==> config.mk <==
export PLATFORM = sky130hd
export DESIGN_NAME = iep_top
export DESIGN_NICKNAME = d
export VERILOG_FILES = /design/src/rtl/iep_pkg.sv /design/src/rtl/iep_edge.sv /design/src/rtl/iep_wake.sv /design/src/rtl/iep_top.sv
export SDC_FILE = /design/constraint.sdc
export NUM_CORES = 1
export LEC_CHECK = 0
export BUFFER_PORTS_ARGS = -buffer_cell sky130_fd_sc_hd__buf_2
export CAP_MARGIN = 25
export CORE_MARGIN = 4
export CORE_UTILIZATION = 48
export DETAILED_ROUTE_END_ITERATION = 8
export PLACE_DENSITY = 0.72
export SYNTH_ARGS = -nofsm -noshare
export SYNTH_HDL_FRONTEND = slang
export SYNTH_SLANG_ARGS = --single-unit
==> constraint.sdc <==
create_clock -name clk -period 4.6 [get_ports clk]
set_clock_uncertainty 0.1 [all_clocks]
set_input_delay 0.69 -clock clk [delete_from_list [all_inputs] [get_ports clk]]
set_output_delay 0.69 -clock clk [all_outputs]
set_load 0.005 [all_outputs]
==> src/rtl/iep_pkg.sv <==
// Shared constants and carriers of the interrupt enable, priority and wake
// block. Assumes an 8-bit special-function register port from the core.
package iep_pkg;
  // Register offsets on the special-function register port.
  localparam logic [7:0] A_TPFC = 8'h88;
  localparam logic [7:0] A_EXFS = 8'h91;
  localparam logic [7:0] A_WKM = 8'h9f;
  localparam logic [7:0] A_BEN = 8'ha8;
  localparam logic [7:0] A_BPS = 8'hb8;
  localparam logic [7:0] A_EES = 8'he8;
  localparam logic [7:0] A_EPS = 8'hf8;
  // Reset values.
  localparam logic [7:0] R_ZERO = 8'h00;
  localparam logic [7:0] R_WKM = 8'hff;
  // Field positions.
  localparam int B_TF1 = 7;
  localparam int B_TF0 = 5;
  localparam int B_P1F = 3;
  localparam int B_P0F = 1;
  localparam int B_GATE = 7;
  localparam int B_TWM = 0;
  localparam int B_BPS_HI = 6;
  // Source numbering in natural order, lowest first.
  localparam int NSRC = 15;
  localparam logic [4:0] V_PIN0 = 5'h00;
  localparam logic [4:0] V_TMR0 = 5'h01;
  localparam logic [4:0] V_PIN1 = 5'h02;
  localparam logic [4:0] V_TMR1 = 5'h03;
  localparam logic [4:0] V_BKP = 5'h10;
  localparam logic [4:0] V_DBG = 5'h11;
  // Wake lines that can run without the system clock (8,7,3,pin1,pin0).
  localparam logic [7:0] WAKE_OK = 8'hcb;

  typedef struct packed {
    logic rd;
    logic wr;
    logic [7:0] addr;
    logic [7:0] wdata;
  } iep_sfr_s;

  // Flags held inside the grouped peripherals, one per live line.
  typedef struct packed {
    logic tmr_buzz;
    logic spi_slave;
    logic pwm_grp;
    logic touch;
    logic lvd;
  } iep_ext_s;
endpackage

==> src/rtl/iep_edge.sv <==
// Rising and falling edge detector over a vector of levels.
// Assumes the levels are synchronous to clk.
`timescale 1ns/100ps
module iep_edge #(
  parameter int W = 8
) (
  input wire logic clk,
  input wire logic srst,
  input wire logic [W-1:0] level,
  output logic [W-1:0] rise,
  output logic [W-1:0] fall
);
  logic [W-1:0] prev;

  always_ff @(posedge clk) begin
    if (srst) begin
      prev <= '0;
    end else begin
      prev <= level;
    end
  end

  assign rise = level & ~prev;
  assign fall = ~level & prev;
endmodule

==> src/rtl/iep_wake.sv <==
// Wake-up decision from per-line edge events while the core is stopped.
// Assumes line events are one-cycle pulses from edge detectors.
`timescale 1ns/100ps
module iep_wake #(
  parameter logic [7:0] OK_MASK = iep_pkg::WAKE_OK
) (
  input wire logic clk,
  input wire logic srst,
  input wire logic stop_mode,
  input wire logic osc_running,
  input wire logic [7:0] line_evt,
  input wire logic [7:0] mask,
  output logic wake,
  output logic restore
);
  logic hit;

  // Enables play no part here; the core resumes even with no handler.
  // Sampled here; silicon latches the edge with the system clock stopped.
  assign hit = stop_mode && (|(line_evt & mask & OK_MASK)); // RQ12 RQ13 RQ15

  always_ff @(posedge clk) begin
    if (srst) begin
      wake <= 1'b0;
      restore <= 1'b0;
    end else begin
      wake <= hit; // RQ11
      restore <= hit && osc_running; // RQ14
    end
  end
endmodule

==> src/rtl/iep_top.sv <==
// Interrupt enables, two-level priority, flag collection and wake masking.
// Assumes the core reads and writes registers on the sfr port and pulses
// irq_ack when it enters the routine named by irq_vec.
//
// Functional notes
// (RQ1) Global gate clear blocks every maskable request regardless of enables.
// (RQ2) Extended enable register resets to zero, bits for grouped lines.
// (RQ3) One priority bit per source; one means high level.
// (RQ4) Basic priority register holds seven bits, bit 7 unused, resets zero.
// (RQ5) Extended priority register mirrors extended enable bit order, resets zero.
// (RQ6) Grouped lines map fixed peripheral groups; line four is reserved.
// (RQ7) Extended flags of lines two to eight mirror peripherals; unwritable.
// (RQ8) Two-wire master flag is set by hardware, cleared by software write.
// (RQ9) Timer overflow flags clear on routine entry; software cannot write them.
// (RQ10) Pin line flags clear on routine entry and are also writable.
// (RQ11) Wake mask resets to all ones; set bit lets a line wake.
// (RQ12) Wake-up reacts to edges even for level-triggered interrupts.
// (RQ13) Wake path ignores enables; core may resume without a routine.
// (RQ14) Valid wake restores the system clock if the oscillator runs.
// (RQ15) Only clockless or slow-clock sources can wake the device.
// (RQ16) Each pin feeds pin line zero or one, with selectable edges.
// (RQ17) Requests sampled on rising clock; highest pending enabled one vectored.
// (RQ18) High level served first; ties broken by lower natural number.
// (RQ19) Software writes can only clear flags, never set them.
// (RQ20) Debug beats breakpoint beats all; global gate does not block them.
// (RQ21) Winning vector is held until the core acknowledges entry.
// (RQ22) Wake mask writes take effect only while protect_open is high.
`timescale 1ns/100ps
module iep_top #(
  parameter int NPIN = 8,
  parameter logic [7:0] WAKE_OK_MASK = iep_pkg::WAKE_OK
) (
  input wire logic clk,
  input wire logic srst,
  input wire iep_pkg::iep_sfr_s sfr,
  output logic [7:0] sfr_rdata,
  input wire logic protect_open,
  input wire logic tmr0_ovf,
  input wire logic tmr1_ovf,
  input wire logic uart0_flag,
  input wire logic tmr2_flag,
  input wire logic uart2_flag,
  input wire logic wdog_flag,
  input wire logic twm_set,
  input wire iep_pkg::iep_ext_s ext_flag,
  input wire logic [NPIN-1:0] gpio_in,
  input wire logic [NPIN-1:0] pin_sel_one,
  input wire logic [NPIN-1:0] pin_rise_en,
  input wire logic [NPIN-1:0] pin_fall_en,
  input wire logic dbg_req,
  input wire logic bkp_req,
  input wire logic irq_ack,
  output logic irq_req,
  output logic [4:0] irq_vec,
  input wire logic stop_mode,
  input wire logic osc_running,
  output logic wake,
  output logic clk_restore
);
  ////////////////////////////////////////////////////////////////////////////
  localparam int NSRC_W = iep_pkg::NSRC;

  logic [7:0] ben;
  logic [7:0] bps;
  logic [7:0] ees;
  logic [7:0] eps;
  logic [7:0] wkm;
  logic tf0;
  logic tf1;
  logic p0f;
  logic p1f;
  logic twm_flag;
  logic [7:0] exf_view;
  logic [7:0] tpf_view;
  logic [NPIN-1:0] pin_r;
  logic [NPIN-1:0] pin_f;
  logic [NPIN-1:0] pin_evt;
  logic pin0_evt;
  logic pin1_evt;
  logic [4:0] ext_lvl;
  logic [4:0] ext_r;
  logic [7:0] wake_evt;
  logic [NSRC_W-1:0] flags;
  logic [NSRC_W-1:0] enab;
  logic [NSRC_W-1:0] prio;
  logic [NSRC_W-1:0] pend;
  logic [NSRC_W-1:0] pend_hi;
  logic [4:0] next_vec;
  logic next_req;
  logic wr_tpf;
  logic wr_exf;
  logic entry;

  ////////////////////////////////////////////////////////////////////////////
  // Pin edge detection and line routing.
  iep_edge #(.W(NPIN)) u_pin_edge (
    .clk(clk),
    .srst(srst),
    .level(gpio_in),
    .rise(pin_r),
    .fall(pin_f)
  );

  assign pin_evt = (pin_r & pin_rise_en) | (pin_f & pin_fall_en); // RQ16
  assign pin1_evt = |(pin_evt & pin_sel_one); // RQ16
  assign pin0_evt = |(pin_evt & ~pin_sel_one); // RQ16

  // Grouped lines: lvd=2, touch=3, pwm=6, spi=7, timers/buzzer=8.
  assign ext_lvl = {ext_flag.tmr_buzz, ext_flag.spi_slave, ext_flag.pwm_grp,
                    ext_flag.touch, ext_flag.lvd}; // RQ6

  iep_edge #(.W(5)) u_ext_edge (
    .clk(clk),
    .srst(srst),
    .level(ext_lvl),
    .rise(ext_r),
    .fall()
  );

  // Line four is reserved and never wakes.
  assign wake_evt = {ext_r[4:2], 1'b0, ext_r[1:0], pin1_evt, pin0_evt}; // RQ12

  iep_wake #(.OK_MASK(WAKE_OK_MASK)) u_wake (
    .clk(clk),
    .srst(srst),
    .stop_mode(stop_mode),
    .osc_running(osc_running),
    .line_evt(wake_evt),
    .mask(wkm),
    .wake(wake),
    .restore(clk_restore)
  );

  ////////////////////////////////////////////////////////////////////////////
  // Configuration registers.
  always_ff @(posedge clk) begin
    if (srst) begin
      ben <= iep_pkg::R_ZERO;
      bps <= iep_pkg::R_ZERO;
      ees <= iep_pkg::R_ZERO; // RQ2
      eps <= iep_pkg::R_ZERO; // RQ5
    end else if (sfr.wr) begin
      if (sfr.addr == iep_pkg::A_BEN) begin
        ben <= sfr.wdata;
      end
      if (sfr.addr == iep_pkg::A_BPS) begin
        bps <= {1'b0, sfr.wdata[iep_pkg::B_BPS_HI:0]}; // RQ4
      end
      if (sfr.addr == iep_pkg::A_EES) begin
        ees <= sfr.wdata; // RQ2
      end
      if (sfr.addr == iep_pkg::A_EPS) begin
        eps <= sfr.wdata; // RQ5
      end
    end
  end

  // The mask guards sleep exit, so a stray write must not unlock it.
  always_ff @(posedge clk) begin
    if (srst) begin
      wkm <= iep_pkg::R_WKM; // RQ11
    end else if (sfr.wr && sfr.addr == iep_pkg::A_WKM && protect_open) begin
      wkm <= sfr.wdata; // RQ22
    end
  end

  ////////////////////////////////////////////////////////////////////////////
  // Flags held here. A hardware set wins over any clear in the same cycle.
  assign wr_tpf = sfr.wr && sfr.addr == iep_pkg::A_TPFC;
  assign wr_exf = sfr.wr && sfr.addr == iep_pkg::A_EXFS;
  assign entry = irq_req && irq_ack;

  always_ff @(posedge clk) begin
    if (srst) begin
      tf0 <= 1'b0;
      tf1 <= 1'b0;
    end else begin
      // Not writable: only routine entry clears these.
      tf0 <= tmr0_ovf
             || (tf0 && !(entry && irq_vec == iep_pkg::V_TMR0)); // RQ9
      tf1 <= tmr1_ovf
             || (tf1 && !(entry && irq_vec == iep_pkg::V_TMR1)); // RQ9
    end
  end

  always_ff @(posedge clk) begin
    if (srst) begin
      p0f <= 1'b0;
      p1f <= 1'b0;
    end else begin
      // Writing zero clears; writing one leaves the flag alone.
      p0f <= pin0_evt || (p0f && !(entry && irq_vec == iep_pkg::V_PIN0)
             && !(wr_tpf && !sfr.wdata[iep_pkg::B_P0F])); // RQ10 RQ19
      p1f <= pin1_evt || (p1f && !(entry && irq_vec == iep_pkg::V_PIN1)
             && !(wr_tpf && !sfr.wdata[iep_pkg::B_P1F])); // RQ10 RQ19
    end
  end

  always_ff @(posedge clk) begin
    if (srst) begin
      twm_flag <= 1'b0;
    end else begin
      twm_flag <= twm_set
                  || (twm_flag && !(wr_exf && !sfr.wdata[iep_pkg::B_TWM])); // RQ8
    end
  end

  // Bit 4 is unused and bit 3 belongs to the reserved line four.
  assign exf_view = {ext_lvl[4:2], 2'b00, ext_lvl[1:0], twm_flag}; // RQ7
  assign tpf_view = {tf1, 1'b0, tf0, 1'b0, p1f, 1'b0, p0f, 1'b0};

  always_ff @(posedge clk) begin
    if (srst) begin
      sfr_rdata <= iep_pkg::R_ZERO;
    end else if (sfr.rd) begin
      unique case (sfr.addr)
        iep_pkg::A_TPFC: sfr_rdata <= tpf_view;
        iep_pkg::A_EXFS: sfr_rdata <= exf_view;
        iep_pkg::A_WKM: sfr_rdata <= wkm;
        iep_pkg::A_BEN: sfr_rdata <= ben;
        iep_pkg::A_BPS: sfr_rdata <= bps;
        iep_pkg::A_EES: sfr_rdata <= ees;
        iep_pkg::A_EPS: sfr_rdata <= eps;
        default: sfr_rdata <= iep_pkg::R_ZERO;
      endcase
    end
  end

  ////////////////////////////////////////////////////////////////////////////
  // Arbitration. Index order is the natural order; enable and priority
  // vectors line up as {extended, basic[6:0]}.
  assign flags = {exf_view[7:5], wdog_flag, exf_view[3:0], uart2_flag,
                  tmr2_flag, uart0_flag, tf1, p1f, tf0, p0f};
  assign enab = {ees, ben[6:0]};
  assign prio = {eps, bps[6:0]}; // RQ3
  assign pend = flags & enab & {NSRC_W{ben[iep_pkg::B_GATE]}}; // RQ1
  assign pend_hi = pend & prio; // RQ18

  always_comb begin
    next_req = 1'b1;
    next_vec = 5'h00;
    if (dbg_req) begin
      next_vec = iep_pkg::V_DBG; // RQ20
    end else if (bkp_req) begin
      next_vec = iep_pkg::V_BKP; // RQ20
    end else if (|pend_hi) begin
      for (int i = NSRC_W - 1; i >= 0; i--) begin
        if (pend_hi[i]) begin
          next_vec = 5'(i); // RQ18
        end
      end
    end else if (|pend) begin
      for (int i = NSRC_W - 1; i >= 0; i--) begin
        if (pend[i]) begin
          next_vec = 5'(i); // RQ18
        end
      end
    end else begin
      next_req = 1'b0;
    end
  end

  // A taken vector stays put until entry, even if a better one arrives.
  always_ff @(posedge clk) begin
    if (srst) begin
      irq_req <= 1'b0;
      irq_vec <= 5'h00;
    end else if (!irq_req) begin
      irq_req <= next_req; // RQ17
      irq_vec <= next_vec; // RQ17
    end else if (irq_ack) begin
      irq_req <= 1'b0; // RQ21
    end
  end
endmodule

==> results of run 1 <==
[worst min-delay path by stage]
stage | to | slack (ns) | cells after the start | from
after floorplan | wkm[4]$_SDFFE_PP1P_ | 0.34 | 2 | wkm[4]$_SDFFE_PP1P_
after global placement | sfr_rdata[5]$_SDFFE_PP0P_ | 0.36 | 2 | sfr_rdata[5]$_SDFFE_PP0P_
after CTS | sfr_rdata[1]$_SDFFE_PP0P_ | 0.37 | 2 | sfr_rdata[1]$_SDFFE_PP0P_
after global routing | sfr_rdata[1]$_SDFFE_PP0P_ | 0.39 | 2 | sfr_rdata[1]$_SDFFE_PP0P_
final | sfr_rdata[5]$_SDFFE_PP0P_ | 0.37 | 2 | sfr_rdata[5]$_SDFFE_PP0P_
after detailed placement | sfr_rdata[1]$_SDFFE_PP0P_ | 0.36 | 2 | sfr_rdata[1]$_SDFFE_PP0P_
[layout make-up]
type | count | area share, %
clock buffer | 11 | 3.35
sequential | 71 | 31.5
tap | 102 | 2.83
clock inverter | 5 | 1.77
timing repair buffer | 86 | 9.58
multi-input combinational | 327 | 50.4
inverter | 7 | 0.582
[placed cells by master, fill, tap and decap left out, drive strengths merged, types with 3 or more instances in the layout]
cell type	n
nor2	44
a31oi	5
o2bb2ai	3
and4	3
a22o	10
o21ai	9
nor4	4
a21oi	22
nand2	35
inv	7
o211ai	5
mux2i	47
a311oi	3
nor2b	13
nor4b	3
buf	86
nand2b	6
and3	7
dfxtp	71
a32o	3
nand4	19
clkbuf	11
nand3b	19
a221oi	3
nand3	16
a22oi	10
nor3	5
[critical path, cell delays in order (launching register included)]
cell      delay (ns)
dfxtp_1         0.96
nand4_1         0.44
nand4_2         0.26
nor4_1          0.08
or4_1           0.52
o311ai_0        0.09
[metal layers]
layer / track usage [%] / share of wire [%] / vias up
li1: - / - / 1768
met1: 32.4 / 46 / 1715
met2: 34.6 / 45 / 165
met3: 4.59 / 7.6 / 14
met4: 6.92 / 1.2 / 0
met5: 0 / 0 / -
[flip-flops by register name, summed over array words and instances (netlist names), 3 cells and up]
signal,flops
u_pin_edge.prev,8
sfr_rdata,8
ees,8
wkm,8
eps,8
ben,8
irq_vec,5
bps,7
u_ext_edge.prev,3
[power breakdown]
| group | internal (W) | total, W | switching [W] |
|---|---|---|---|
| sequential | 0.000627 | 0.000641 | 0.0000138 |
| combinational | 0.0000546 | 0.000126 | 0.0000714 |
| clock | 0.000334 | 0.000574 | 0.000240 |
| total | 0.00102 | 0.00134 | 0.000326 |
[metrics by stage]
stage	instances	utilization, %	worst slack, ns	hold slack [ns]	power [W]
3_5_place_dp	593	55.2	1.86	0.360	0.000780
5_1_grt	609	58.2	1.87	0.389	0.00139
6_report	609	58.2	2.03	0.367	0.00134
3_3_place_gp	593	55.2	1.91	0.355	0.000778
2_1_floorplan	429	-	2.47	0.342	0.000715
4_1_cts	609	58.2	2.08	0.370	0.00135
[cells by family after synthesis]
logic type | synth area share, %
buf+inv | 4.21
compound gates | 16.9
flops | 36.8
simple gates | 28.2
mux | 13.9
==> results.json, run 1 <==
{
  "final_nets": 572,
  "n_fill_cell": 712,
  "min_path_type": "reg -> reg",
  "track_usage_pct": 22.8,
  "crit_arrival_ns": 2.71,
  "tightest_slew_ns": 0.976,
  "rsz0062_at_grt": "no",
  "cts_setup_buffers": 0,
  "r2r_end": "irq_vec[0]$_SDFFE_PP0N_",
  "yosysMostFrequentCell": "dfxtp_1",
  "clk_pin_slew_ns": 0.07,
  "worst_setup_path_endpoint": "irq_vec[0]$_SDFFE_PP0N_",
  "placed_cell_area_mm2": 0.00429,
  "gp_congestion": 0.908,
  "synth_area_per_cell_um2": 9.00,
  "fp.dieArea_mm2": 0.00954,
  "regArea_mm2": 0.00142,
  "syn-cell-area_mm2": 0.00386,
  "first_iter_violations": 386,
  "initial_core_util_pct": 49.7,
  "diodes": 0,
  "row_count": 32,
  "netlist.top_cell.by_area": "dfxtp_1",
  "clk_path_buf_depth": 2,
  "area_delta_synth_final_pct": 17.0,
  "cts.sinks": 71,
  "final-setup-viol-count": 0,
  "finalWirelength_um": 11100,
  "fp.dieW_um": 97.7,
  "rr_startpoint": "ben[7]$_SDFFE_PP0P_",
  "portBuffers": 85,
  "cts_hold_buf": 0,
  "antenna_found_initial": 0,
  "grt_max_degree": 61,
  "worst_ir_drop_vdd_v": 0.000193,
  "cts_tree": "yes",
  "insertion_delay_ns": 0.35,
  "cts_made_buffers": 9,
  "drc": 0,
  "yosys-top-cells-count": "dfxtp_1, mux2i_1, nor2_1, nand2_1, a21oi_1",
  "startpoint": "ben[7]$_SDFFE_PP0P_",
  "coreArea_mm2": 0.00777,
  "synthTopCellsByArea": "dfxtp_1, mux2i_1, nor2_1, nand3b_1, nand2_1",
  "outcome": "complete, no violations",
  "cts_root_buf": "clkbuf_8",
  "die_h_um": 97.7,
  "start_kind": "flip-flop",
  "drv_slew": 0,
  "avgViaCountPerCell": 6.01,
  "yosysWarnings": 0,
  "synth_nets": 499,
  "hold_violations": 0,
  "fmax_mhz": 389,
  "endpoint_kind": "flip-flop",
  "ys_seq_area_share_pct": 36.8,
  "crit_fanout": 26,
  "power.density_mw_per_mm2": 297,
  "worstSetupPathType": "reg -> reg",
  "grt_pass1_vias": 3409,
  "required_ns": 4.74,
  "synth_top_area_share_pct": 36.8,
  "worst-r2r-setup-slack_ns": 2.03,
  "finalInstanceArea_mm2": 0.00452,
  "pin_count": 86,
  "reg2reg_depth": 5,
  "multi_input_area_mm2": 0.00228,
  "maxCapViolCount": 0,
  "final_layout_size_suffix_gt1_share_pct": 23.7,
  "min_period_ns": 2.57,
  "dp_hpwl_um": 8350,
  "grt_pass1_wl_um": 17500,
  "h-tree-depth": 3,
  "relSlewSlack_pct": 34.9,
  "synthDistinctLibCells": 61,
  "vias": 3662,
  "synthCells": 429,
  "finalCritPeriodShare_pct": 55.8,
  "async_flop_share_pct": 0,
  "leakagePower_nw": 1.87,
  "synth_edf_count": 0,
  "postRouteAntennaNets": 0,
  "ys.flop_type": "dfxtp_1",
  "setup_tns_ns": 0,
  "ys_seq_elements": 71,
  "post_cts_resized": 0,
  "grt_overflow_total": 0,
  "wl_per_cell_um": 18.1,
  "drt_pass1_iterations": 5
}
Power figures use the tool's default switching activity.
==> run 2: changes to the inputs <==
--- a/config.mk
+++ b/config.mk
@@ -10,7 +10,7 @@
 export CORE_MARGIN = 4
 export CORE_UTILIZATION = 48
 export DETAILED_ROUTE_END_ITERATION = 8
-export PLACE_DENSITY = 0.72
+export PLACE_DENSITY = 0.75
 export SYNTH_ARGS = -nofsm -noshare
 export SYNTH_HDL_FRONTEND = slang
 export SYNTH_SLANG_ARGS = --single-unit
==> constraint.sdc (replaced) <==
create_clock -name clk -period 2.2 [get_ports clk]
set_clock_uncertainty 0.1 [all_clocks]
set_input_delay 0.33 -clock clk [delete_from_list [all_inputs] [get_ports clk]]
set_output_delay 0.33 -clock clk [all_outputs]
set_load 0.005 [all_outputs]
==> results.json, run 2 (same netlist as run 1, synthesis figures left out) <==
{
  "outcome": "complete, no violations",
  "insertion_delay_ns": 0.36,
  "multi_input_area_mm2": 0.00228,
  "avgViaCountPerCell": 6.06,
  "grt_overflow_total": 0,
  "rsz0062_at_grt": "no",
  "clk_pin_slew_ns": 0.08,
  "power.density_mw_per_mm2": 604,
  "n_fill_cell": 677,
  "die_h_um": 97.7,
  "cts.sinks": 71,
  "initial_core_util_pct": 49.7,
  "first_iter_violations": 251,
  "tightest_slew_ns": 0.623,
  "cts_root_buf": "clkbuf_8",
  "final-setup-viol-count": 0,
  "vias": 3788,
  "cts_tree": "yes",
  "clk_path_buf_depth": 2,
  "maxCapViolCount": 0,
  "final_layout_size_suffix_gt1_share_pct": 26.0,
  "drt_pass1_iterations": 5,
  "min_path_type": "in -> reg",
  "drv_slew": 0,
  "post_cts_resized": 0,
  "layout_common_cells": "buf_2, dfxtp_1, mux2i_1",
  "fp.dieW_um": 97.7,
  "pin_count": 86,
  "antenna_found_initial": 0,
  "grt_max_degree": 60,
  "start_kind": "flip-flop",
  "min_period_ns": 2.04,
  "cts_made_buffers": 9,
  "worst-r2r-setup-slack_ns": 0.16,
  "finalCritPeriodShare_pct": 92.9,
  "hold_violations": 0,
  "coreArea_mm2": 0.00777,
  "postRouteAntennaNets": 0,
  "gp_congestion": 0.914,
  "row_count": 32,
  "portBuffers": 85,
  "final_nets": 588,
  "leakagePower_nw": 1.95,
  "wl_per_cell_um": 18.2,
  "fp.dieArea_mm2": 0.00954,
  "cts_setup_buffers": 0,
  "grt_pass1_vias": 3607,
  "worst_ir_drop_vdd_v": 0.000399,
  "track_usage_pct": 23.9,
  "regArea_mm2": 0.00142,
  "relSlewSlack_pct": 58.5,
  "drc": 0,
  "required_ns": 2.32,
  "setup_tns_ns": 0,
  "crit_arrival_ns": 2.16,
  "worstSetupPathType": "reg -> reg",
  "crit_fanout": 10,
  "layout_commonest_cell": "buf_2",
  "h-tree-depth": 3,
  "grt_pass1_wl_um": 18400,
  "finalWirelength_um": 11400,
  "cts_hold_buf": 0,
  "fmax_mhz": 489,
  "dp_hpwl_um": 8600,
  "area_delta_synth_final_pct": 21.1,
  "endpoint_kind": "flip-flop",
  "diodes": 0,
  "fin_util_pct": 60.2
}
-- run 2: critical path, stage by stage (launching register included) --
cell	delay, ns
dfxtp_1	0.34
buf_4	0.18
nand4_1	0.15
nand3_1	0.18
or4_4	0.56
o311ai_1	0.30
a21oi_1	0.10
-- run 2: worst paths after layout --
check	start	to	cells past startpoint
worst max-delay path	ben[7]$_SDFFE_PP0P_	irq_vec[2]$_SDFFE_PP0N_	6
worst min-delay path	tmr1_ovf	tf1$_SDFF_PP0_	3
worst min register to register	sfr_rdata[6]$_SDFFE_PP0P_	sfr_rdata[6]$_SDFFE_PP0P_	1
worst max register to register	ben[7]$_SDFFE_PP0P_	irq_vec[2]$_SDFFE_PP0N_	6
-- run 2: power breakdown --
group          internal, W  switching [W]  leakage [nW]  total, W
Clock             0.000698       0.000512         0.112   0.00121
Combinational     0.000120       0.000154          1.26  0.000274
Sequential         0.00131      0.0000276         0.578   0.00134
Total              0.00213       0.000693          1.95   0.00282
-- run 2: layout make-up --
| type | count | area share [%] |
|---|---|---|
| clock buffer | 11 | 3.24 |
| clock inverter | 5 | 1.71 |
| inverter | 7 | 0.562 |
| multi-input combinational | 327 | 48.7 |
| sequential | 71 | 30.4 |
| tap | 102 | 2.73 |
| timing repair buffer | 102 | 12.6 |
-- run 2: metrics by stage --
stage | std cells | hold slack (ns) | worst slack, ns | power (W) | area (µm²)
after floorplan | 429 | 0.342 | 0.426 | 0.00149 | 3860
after global placement | 609 | 0.353 | 0.159 | 0.00163 | 4440
after detailed placement | 609 | 0.356 | 0.157 | 0.00164 | 4440
after CTS | 625 | 0.0799 | 0.151 | 0.00283 | 4670
after global routing | 625 | 0.0879 | 0.0217 | 0.00291 | 4670
final | 625 | 0.0799 | 0.156 | 0.00282 | 4670
-- run 2: metal layers --
metal / track usage [%] / share of wire (%) / vias to the layer above
li1: - / - / 1794
met1: 31.8 / 44 / 1795
met4: 9.37 / 2.2 / 0
met3: 4.81 / 7.9 / 24
met2: 38.0 / 46 / 175
met5: 0 / 0 / -
